[src/hdl/mpio_defs.svh]
// Purpose: constants for the multi-port I/O block
// Assumes: register index = printed offset, byte address = 4 * index
// Notes: Function list below
// Function
// - direction bit one drives, zero listens
// - reset clears every direction register
// - port zero data C0, direction C1
// - port two data C4, direction C5
// - port zero pull-ups per bit when input
// - port two pull-ups per bit when input
// - alternate select resets zero, one selects
// - buzzer and interrupt selects override direction
// - port zero pin alternate function map
// - port two pin alternate function map
// - port three output, display outputs 24-31
// - port four output, display outputs 32-39
// - port five drives the ones of its latch, releases the zeros
// - port five resets to input, display 40-47
// - single-bit and whole-byte access on ports
// - reset leaves ports zero and two input
`ifndef MPIO_DEFS_SVH
`define MPIO_DEFS_SVH
`define MPIO_IDX_P0 8'hC0
`define MPIO_IDX_P0DIR 8'hC1
`define MPIO_IDX_P2 8'hC4
`define MPIO_IDX_P2DIR 8'hC5
`define MPIO_IDX_P3 8'hC6
`define MPIO_IDX_P4 8'hC8
`define MPIO_IDX_P5 8'hCA
`define MPIO_IDX_ALT 8'hF4
`define MPIO_IDX_PU0 8'hFC
`define MPIO_IDX_PU2 8'hFE
`define MPIO_IDX_DSEL 8'h20
`define MPIO_IDX_BITOP 8'h21
`define MPIO_RST_BYTE 8'h00
`define MPIO_ALT_INT0 0
`define MPIO_ALT_INT1 1
`define MPIO_ALT_BUZ 2
`define MPIO_PIN_BUZ 7
`define MPIO_PIN_TI 2
`define MPIO_RESP_OK 2'h0
`define MPIO_RESP_ERR 2'h2
`endif

[src/hdl/mpio_pkg.sv]
// Purpose: types for the multi-port I/O block
// Assumes: AXI4-Lite with 10-bit byte address
// Notes: whole block state is one packed struct
package mpio_pkg;
  typedef struct packed {
    logic awvalid; logic [9:0] awaddr; logic wvalid; logic [31:0] wdata;
    logic [3:0] wstrb; logic bready; logic arvalid; logic [9:0] araddr;
    logic rready;
  } mpio_axi_m2s_s;
  typedef struct packed {
    logic awready; logic wready; logic bvalid; logic [1:0] bresp;
    logic arready; logic rvalid; logic [31:0] rdata; logic [1:0] rresp;
  } mpio_axi_s2m_s;
  typedef struct packed {
    logic en; logic clk_o; logic clk_oe; logic dout;
  } mpio_ser_s;
  typedef struct packed {
    logic [7:0] p0_lat, p0_dir, p2_lat, p2_dir, p3_lat, p4_lat, p5_lat;
    logic [7:0] alt, pu0, pu2, dsel;
    logic [7:0] p0_s1, p0_s2, p2_s1, p2_s2, p5_s1, p5_s2;
    logic [7:0] p0_o, p0_oe, p0_pu, p2_o, p2_oe, p2_pu, p3_o, p4_o;
    logic [7:0] p5_o, p5_oe;
    logic [1:0] ext_int; logic ti;
    logic ser_a_din, ser_a_clk_in, ser_b_clk_in;
    logic aw_have, w_have; logic [9:0] awaddr; logic [31:0] wdata;
    logic [3:0] wstrb;
    mpio_axi_s2m_s axi;
  } mpio_state_s;
endpackage

[src/hdl/mpio_top.sv]
// Purpose: five-port general purpose I/O block with AXI4-Lite registers
// Assumes: pins asynchronous, peripheral signals on clk_sys
// Notes: pin outputs change on the same clock edge as the register written
`timescale 1ns/1ns
`include "mpio_defs.svh"
module mpio_top (
  input wire logic clk_sys,
  input wire logic sys_rst,
  input wire mpio_pkg::mpio_axi_m2s_s axi_m,
  output mpio_pkg::mpio_axi_s2m_s axi_s,
  input wire logic [7:0] port_zero_in,
  output logic [7:0] port_zero_out,
  output logic [7:0] port_zero_oe,
  output logic [7:0] port_zero_pullup_en,
  input wire logic [7:0] port_two_in,
  output logic [7:0] port_two_out,
  output logic [7:0] port_two_oe,
  output logic [7:0] port_two_pullup_en,
  output logic [7:0] port_three_out,
  output logic [7:0] port_four_out,
  input wire logic [7:0] port_five_in,
  output logic [7:0] port_five_out,
  output logic [7:0] port_five_oe,
  input wire logic [23:0] display_driver_in,
  input wire logic buzzer_drive,
  input wire mpio_pkg::mpio_ser_s serial_a,
  input wire mpio_pkg::mpio_ser_s serial_b,
  output logic [1:0] ext_interrupt_in,
  output logic remote_timer_input,
  output logic serial_a_data_in,
  output logic serial_a_clock_in,
  output logic serial_b_clock_in
);
  import mpio_pkg::*;

  mpio_state_s r, n;
  logic [7:0] wr_idx, rd_idx;
  logic [2:0] bit_sel, bit_port;
  logic bit_val;
  logic [7:0] p0_rd, p2_rd;

  // decode helpers; index is byte address divided by four
  assign wr_idx = r.awaddr[9:2];
  assign rd_idx = axi_m.araddr[9:2];
  assign bit_sel = r.wdata[2:0];
  assign bit_port = r.wdata[6:4];
  assign bit_val = r.wdata[8];
  // mixed read: pin level where listening, latch where driving
  assign p0_rd = (r.p0_s2 & ~r.p0_oe) | (r.p0_lat & r.p0_oe);
  assign p2_rd = (r.p2_s2 & ~r.p2_oe) | (r.p2_lat & r.p2_oe);

  // next state of the whole block
  always_comb begin
    n = r;
    // pin synchronisers; first stage feeds only the second
    n.p0_s1 = port_zero_in;
    n.p0_s2 = r.p0_s1;
    n.p2_s1 = port_two_in;
    n.p2_s2 = r.p2_s1;
    n.p5_s1 = port_five_in;
    n.p5_s2 = r.p5_s1;
    // write address and data channels, taken in either order
    if (axi_m.awvalid && r.axi.awready) begin
      n.aw_have = 1'b1;
      n.awaddr = axi_m.awaddr;
      n.axi.awready = 1'b0;
    end
    if (axi_m.wvalid && r.axi.wready) begin
      n.w_have = 1'b1;
      n.wdata = axi_m.wdata;
      n.wstrb = axi_m.wstrb;
      n.axi.wready = 1'b0;
    end
    // perform the write once both halves are held
    if (r.aw_have && r.w_have && !r.axi.bvalid) begin
      n.aw_have = 1'b0;
      n.w_have = 1'b0;
      n.axi.bvalid = 1'b1;
      n.axi.bresp = `MPIO_RESP_OK;
      case (wr_idx)
        `MPIO_IDX_P0: if (r.wstrb[0]) n.p0_lat = r.wdata[7:0];
        `MPIO_IDX_P0DIR: if (r.wstrb[0]) n.p0_dir = r.wdata[7:0];
        `MPIO_IDX_P2: if (r.wstrb[0]) n.p2_lat = r.wdata[7:0];
        `MPIO_IDX_P2DIR: if (r.wstrb[0]) n.p2_dir = r.wdata[7:0];
        `MPIO_IDX_P3: if (r.wstrb[0]) n.p3_lat = r.wdata[7:0];
        `MPIO_IDX_P4: if (r.wstrb[0]) n.p4_lat = r.wdata[7:0];
        `MPIO_IDX_P5: if (r.wstrb[0]) n.p5_lat = r.wdata[7:0];
        `MPIO_IDX_ALT: if (r.wstrb[0]) n.alt = r.wdata[7:0];
        `MPIO_IDX_PU0: if (r.wstrb[0]) n.pu0 = r.wdata[7:0];
        `MPIO_IDX_PU2: if (r.wstrb[0]) n.pu2 = r.wdata[7:0];
        `MPIO_IDX_DSEL: if (r.wstrb[0]) n.dsel = r.wdata[7:0];
        `MPIO_IDX_BITOP: begin
          // one pin changes, the other seven keep their latch
          if (r.wstrb[1:0] == 2'h3) begin
            case (bit_port)
              3'h0: n.p0_lat[bit_sel] = bit_val;
              3'h1: n.p2_lat[bit_sel] = bit_val;
              3'h2: n.p3_lat[bit_sel] = bit_val;
              3'h3: n.p4_lat[bit_sel] = bit_val;
              3'h4: n.p5_lat[bit_sel] = bit_val;
              default: n.axi.bresp = `MPIO_RESP_ERR;
            endcase
          end
        end
        default: n.axi.bresp = `MPIO_RESP_ERR;
      endcase
    end
    // response taken; reopen both write channels
    if (r.axi.bvalid && axi_m.bready) begin
      n.axi.bvalid = 1'b0;
      n.axi.awready = 1'b1;
      n.axi.wready = 1'b1;
    end
    // read: answer one cycle after the address is taken
    if (axi_m.arvalid && r.axi.arready) begin
      n.axi.arready = 1'b0;
      n.axi.rvalid = 1'b1;
      n.axi.rresp = `MPIO_RESP_OK;
      n.axi.rdata = 32'h0000_0000;
      case (rd_idx)
        `MPIO_IDX_P0: n.axi.rdata[7:0] = p0_rd;
        `MPIO_IDX_P0DIR: n.axi.rdata[7:0] = r.p0_dir;
        `MPIO_IDX_P2: n.axi.rdata[7:0] = p2_rd;
        `MPIO_IDX_P2DIR: n.axi.rdata[7:0] = r.p2_dir;
        `MPIO_IDX_P3: n.axi.rdata[7:0] = r.p3_lat;
        `MPIO_IDX_P4: n.axi.rdata[7:0] = r.p4_lat;
        // port five reads the pin; latch must be zero to listen
        `MPIO_IDX_P5: n.axi.rdata[7:0] = r.p5_s2;
        `MPIO_IDX_ALT: n.axi.rdata[7:0] = r.alt;
        `MPIO_IDX_PU0: n.axi.rdata[7:0] = r.pu0;
        `MPIO_IDX_PU2: n.axi.rdata[7:0] = r.pu2;
        `MPIO_IDX_DSEL: n.axi.rdata[7:0] = r.dsel;
        `MPIO_IDX_BITOP: n.axi.rdata = 32'h0000_0000;
        default: n.axi.rresp = `MPIO_RESP_ERR;
      endcase
    end
    if (r.axi.rvalid && axi_m.rready) begin
      n.axi.rvalid = 1'b0;
      n.axi.arready = 1'b1;
    end
    // port zero drivers from the next register values
    n.p0_oe = n.p0_dir;
    n.p0_o = n.p0_lat;
    // interrupt pins listen whatever the direction bit says
    if (n.alt[`MPIO_ALT_INT0]) n.p0_oe[0] = 1'b0;
    if (n.alt[`MPIO_ALT_INT1]) n.p0_oe[1] = 1'b0;
    if (n.alt[`MPIO_ALT_BUZ]) begin
      n.p0_oe[`MPIO_PIN_BUZ] = 1'b1;
      n.p0_o[`MPIO_PIN_BUZ] = buzzer_drive;
    end
    // pull-ups only on pins that are not driven
    n.p0_pu = n.pu0 & ~n.p0_oe;
    // port two: serial units take their pins while enabled
    n.p2_oe = n.p2_dir;
    n.p2_o = n.p2_lat;
    if (serial_b.en) begin
      n.p2_oe[0] = serial_b.clk_oe;
      n.p2_o[0] = serial_b.clk_o;
      n.p2_oe[1] = 1'b1;
      n.p2_o[1] = serial_b.dout;
    end
    if (serial_a.en) begin
      n.p2_oe[5] = 1'b1;
      n.p2_o[5] = serial_a.dout;
      n.p2_oe[6] = 1'b0;
      n.p2_oe[7] = serial_a.clk_oe;
      n.p2_o[7] = serial_a.clk_o;
    end
    n.p2_pu = n.pu2 & ~n.p2_oe;
    // high-voltage ports: latch or display driver
    n.p3_o = n.dsel[0] ? display_driver_in[7:0] : n.p3_lat;
    n.p4_o = n.dsel[1] ? display_driver_in[15:8] : n.p4_lat;
    // port five: display driver on all pins, else drives a one, releases a zero so the pin can be read
    if (n.dsel[2]) begin
      n.p5_o = display_driver_in[23:16];
      n.p5_oe = 8'hFF;
    end else begin
      n.p5_o = n.p5_lat;
      n.p5_oe = n.p5_lat;
    end
    // alternate inputs toward the peripherals, after synchronising
    n.ext_int = r.p0_s2[1:0] & r.alt[`MPIO_ALT_INT1:`MPIO_ALT_INT0];
    n.ti = r.p0_s2[`MPIO_PIN_TI];
    n.ser_a_din = r.p2_s2[6];
    n.ser_a_clk_in = r.p2_s2[7];
    n.ser_b_clk_in = r.p2_s2[0];
  end

  // single state register; reset leaves every port zero, two and five pin listening
  always_ff @(posedge clk_sys or posedge sys_rst) begin
    if (sys_rst) begin
      r <= '0;
      r.alt <= `MPIO_RST_BYTE;
      r.p0_dir <= `MPIO_RST_BYTE;
      r.p2_dir <= `MPIO_RST_BYTE;
      r.axi.awready <= 1'b1;
      r.axi.wready <= 1'b1;
      r.axi.arready <= 1'b1;
    end else begin
      r <= n;
    end
  end

  // outputs straight from the state register
  assign axi_s = r.axi;
  assign port_zero_out = r.p0_o;
  assign port_zero_oe = r.p0_oe;
  assign port_zero_pullup_en = r.p0_pu;
  assign port_two_out = r.p2_o;
  assign port_two_oe = r.p2_oe;
  assign port_two_pullup_en = r.p2_pu;
  assign port_three_out = r.p3_o;
  assign port_four_out = r.p4_o;
  assign port_five_out = r.p5_o;
  assign port_five_oe = r.p5_oe;
  assign ext_interrupt_in = r.ext_int;
  assign remote_timer_input = r.ti;
  assign serial_a_data_in = r.ser_a_din;
  assign serial_a_clock_in = r.ser_a_clk_in;
  assign serial_b_clock_in = r.ser_b_clk_in;

  // helper: high in the first cycle after reset release
  logic first_r;
  always_ff @(posedge clk_sys or posedge sys_rst) begin
    if (sys_rst) first_r <= 1'b1;
    else first_r <= 1'b0;
  end
endmodule

[config.mk]
export PLATFORM = sky130hd
export DESIGN_NAME = mpio_top
export DESIGN_NICKNAME = d
export VERILOG_FILES = /design/src/hdl/mpio_pkg.sv /design/src/hdl/mpio_top.sv
export VERILOG_INCLUDE_DIRS = /design/src /design/src/hdl
export SDC_FILE = /design/constraint.sdc
export NUM_CORES = 1
export LEC_CHECK = 0
export BUFFER_PORTS_ARGS = -buffer_cell sky130_fd_sc_hd__buf_4
export CAP_MARGIN = 40
export CORE_MARGIN = 3
export CORE_UTILIZATION = 55
export DETAILED_ROUTE_END_ITERATION = 12
export PLACE_DENSITY = 0.85
export SLEW_MARGIN = 25
export SYNTH_ARGS = -nofsm -noshare
export SYNTH_HDL_FRONTEND = slang
export SYNTH_SLANG_ARGS = --single-unit
[constraint.sdc]
create_clock -name clk_sys -period 8.06 [get_ports clk_sys]
set_clock_uncertainty 0.1 [all_clocks]
set_input_delay 0.806 -clock clk_sys [delete_from_list [all_inputs] [get_ports clk_sys]]
set_output_delay 0.806 -clock clk_sys [all_outputs]
set_load 0.05 [all_outputs]
=== Word level (Yosys, flattened, before mapping) ===
Cells that the tools add are included.

* Word-level logic and storage cells: 176
* Bits in registers: 262
* Input port bits: 120
* Output and inout port bits: 127

* Reductions and logical operators: 21
* Eq/ne operators: 29
* $lt $le $gt $ge: 2
* Multiplexer cells: 64
* Bitwise logic cells: 13

{| class="wikitable"
|+ Operators by type and width
! kind !! count
|-
| 8-bit two-way mux || 26
|-
| 8-bit equality test (second input constant) || 20
|-
| 88-bit two-way mux || 1
|-
| 8-bit one-hot mux with 11 select lines || 1
|-
| 8-bit one-hot mux with 2 select lines || 5
|-
| 8-bit AND || 6
|-
| 8-bit bitwise mux || 5
|-
| 36-bit two-way mux || 1
|-
| 8-bit by 6-bit equality test with 1-bit output (second input constant) || 4
|-
| 8-bit NOT || 4
|-
| 24-bit two-way mux || 1
|-
| 16-bit two-way mux || 1
|-
| 8-bit OR || 2
|-
| 2-bit two-way mux || 7
|-
| 2-bit nonzero test || 6
|-
| 12-bit OR reduction || 1
|-
| 1-bit two-way mux || 11
|-
| 11-bit OR reduction || 1
|-
| 3-bit two-way mux || 3
|-
| 1-bit logical AND || 8
|-
| 3-bit by 2-bit equality test with 1-bit output (second input constant) || 2
|-
| 3-bit AND reduction || 2
|-
| 5-bit OR reduction || 1
|-
| 3-bit by 4-bit < comparator with 1-bit output (second input constant) || 1
|-
| 9 further kinds || 9
|}

=== Longest topological paths before layout ===
* Depth in word-level cells: 12
* Gate-level depth with buffers: 8
* Depth with buffers taken out: 5

=== Worst setup path after synthesis ===
OpenSTA, ideal clock, no wires.

* Kind: input to register
* Start point: in axi_m[4] in the netlist's numbering
* End point: reg r (netlist bit axi_s[8])
* Path buffers: 2
* Path slack: 5691 ps
* Arrival time: 2135 ps
* Required time: 7826 ps
* Setup time: 134 ps
* Cell stages on the path: 6
* Cells stage by stage: clkbuf_1 -> buf_1 -> mux2i_1 -> o2bb2ai_1 -> a2111oi_0 -> o21ai_0

* Longest elaborated chain between the ends: 2
* Elaborated cells between the ends (all ways): 12
* Those cells by class: 11 x eq/ne; 1 x mux

{| class="wikitable"
|+ Ends and longest elaborated chain
! element !! line !! text
|-
| from (decl) || mpio_top.sv:9 || <nowiki>input wire mpio_pkg::mpio_axi_m2s_s axi_m,</nowiki>
|-
| 8-bit by 6-bit equality test with 1-bit output or 8-bit equality test (tied branches) || mpio_top.sv:120 || <nowiki>case (rd_idx)</nowiki>
|-
| 8-bit one-hot mux with 11 select lines * || mpio_top.sv:120 ||
|-
| to (signal assigned) || mpio_top.sv:200 || <nowiki>r <= n;</nowiki>
|-
| to (decl) || mpio_top.sv:36 || <nowiki>mpio_state_s r, n;</nowiki>
|}

Every way passes the cells marked *; elsewhere a longest branch is shown, timed or not.
A chain may end at the register's enable or synchronous reset.

==> metrics.txt <==
RR Endpoint=port_three_out[7]; Comb pwr share=~26%; crit path capture=port_three_out[7]; Synth Area per Inst=11.0 um^2; fin. max-slew vios=0; Inserted Diodes=0; switching share of power=between 30% and 40%; routed len/inst=approximately 23 um; post-route minimum period=roughly 3.1 ns; RSZ-0062 raised after global routing=no; Switch Pwr=around 1.4 mW; Die Ht=between 150 and 200 um; flops & latches, synth=approximately 240; CTS hold repair buffers=0; H-tree depth=1; setup TNS=0 ns; max-cap violation count=0; leading area contributor after synthesis=dfrtp_1; worst slew pin tran=around 0.94 ns; VDD IR max=~0.21 mV; final-report hold violation count=0; CP Class=reg -> reg; TritonCTS clock tree=done; Slew HR=a little under two fifths; dpl cells=1385; fill cell count=1555; post-synthesis sequential area ratio=between 50% and 60%; Post-synth EDFFs=0; FF-to-FF path depth=6; largest net degree at the start of global routing=approximately 110; worst min-delay path category=reg -> reg; Worst EP required=between 8 and 9 ns; root buf cell=clkbuf_16; Detailed Route Iter0 Violations=~1000; fin util=around two thirds; drc violations=0; placed wire-length estimate=~23 mm; worst r2r src=axi_s[38]; setup slack, reg-to-reg=4.94 ns; number of routed nets with antenna violations=0; CP arrival=3.39 ns; Syn. warnings=0; initial antenna violation count=0; # clock sinks=~240; CTS buffer count=26; internal power=roughly 2.4 mW; fin nets=about 1300; Mapped Cells=1066; Power Density=between 200 and 300 nW/um^2; Area Growth Syn to Fin=15.9%; # resized after CTS=0; CP max FO=11; vias in the first global route=between 8000 and 9000; CTS max path bufs=3; post-synthesis async set-or-reset flop share=100%; # rows=52; GR Overflow Total=0; Post-CTS Setup Inserts=0; Clock Pin Slew Worst Setup and Hold Paths=roughly 0.06 ns; first-pass GRT wire length=between 40 and 50 mm; Core ar.=slightly above 20000 um^2; most frequent cells in the layout=dfrtp_1 (236), buf_4 (201), mux2_2 (69); synth unique cells=slightly below 80; non-filler cells, final=between 1000 and 1500; io pins=~250; endpoint class of the critical path=register; layout cells sized above 1=between 30 and 40%; Worst Setup Start Kind=register; sequential share of power=a little over two fifths; Clock Power Share=roughly a third; status=finished clean; Synth top area share=50.5%; vias=8890; Worst-Skew Late Latency=approximately 0.53 ns; Final Wtd Congestion=0.958; Fmax=approximately 320 MHz; synthesized area=11700 um^2; drt via density=just over 6; most common library cell in the layout ignoring fill and taps=dfrtp_1; Primary FF master, synth=dfrtp_1; GRT Total Usage=approximately 28%; Setup violations, final=0; WL final=about 33 mm; period utilization=38.7%; worst setup path startpoint=axi_s[38]; # port buffers=around 190; Die Wd=152 um; Initial Utilization=between 50% and 60%; first drt pass iteration count=5; die area=about 23000 um^2; Lkg Pwr=6.49 nW; top post-synthesis cells by area=dfrtp_1 (51%), buf_4 (8.0%), mux2_2 (6.6%)
## power groups by stage
stage / sequential (mW) / clock [mW] / combinational [mW]
after floorplan: 1.43 / 0 / 0.874
after global placement: 1.62 / 0 / 0.889
after detailed placement: 1.63 / 0 / 0.919
after CTS: 1.61 / 1.24 / 0.924
after global routing: 1.61 / 1.30 / 1.04
final: 1.59 / 1.23 / 0.989
## cells in the mapped netlist, types with 24 or more instances
library cell,number
a22oi_1,28
o21ai_1,25
nand3_1,26
mux2i_1,36
mux2_2,69
dfrtp_1,236
inv_1,24
clkbuf_1,28
a21oi_1,34
nor2_1,62
buf_4,124
nand2_1,68
## how the worst min path moves through the flow
stage	from	slack, ns	end	cells past startpoint
floorplan	n[191]	0.23	n[89]	0
CTS	n[198]	0.25	n[90]	0
global route	n[196]	0.26	r[196]	0
detailed placement	n[191]	0.23	n[89]	0
finish	n[198]	0.25	n[90]	0
global placement	n[207]	0.23	r[207]	0
## layer usage
layer | global-route usage [%] | wire [um]
met2 | 42.6 | 15100
met1 | 39.5 | 13300
met4 | 9.61 | 1180
met3 | 5.86 | 3310
met5 | 0 | 0
## critical path: stages, from the launching register on
cell and delay, ns:
dfrtp_1 0.43, nand3b_1 0.48, buf_8 0.32, nor4_1 0.82
nor2_1 0.37, o21ai_1 0.29, a31oi_1 0.17
## per-stage QoR
stage	power (mW)	instance area, um^2	worst slack [ns]	hold WS [ns]
detailed placement	2.55	12500	4.89	0.235
floorplan	2.30	11800	0.599	0.231
CTS	3.78	13400	5.14	0.247
finish	3.81	13500	4.94	0.247
global placement	2.51	12400	4.72	0.233
global route	3.95	13500	4.92	0.256
## cells by family after synthesis
logic type / after synthesis / share of synthesized area [%]
compound gates: 207 / 12.2
other cells: 1 / 0.0321
flops: 239 / 51.2
simple gates: 298 / 14.8
buf+inv: 205 / 10.9
mux: 116 / 10.9
## registers in the layout, indices dropped and copies added (netlist names), 2 cells and up
name,flops
r,103
n,28
axi_s,15
port_five_oe,8
port_five_out,8
port_four_out,8
port_three_out,8
port_two_oe,8
port_two_out,8
port_two_pullup_en,8
port_zero_oe,8
port_zero_out,8
port_zero_pullup_en,8
bit_port,3
bit_sel,3
ext_interrupt_in,2
## layout make-up
type	instances	area, um^2	area share [%]
clock buffers	33	738	5.45
clock inverters	14	164	1.21
inverters	25	101	0.748
multi-input cells	647	4550	33.6
flip-flops and latches	239	5980	44.2
well taps	270	338	2.49
repair buffers	214	1670	12.3
(Power assumes the default switching activity.)
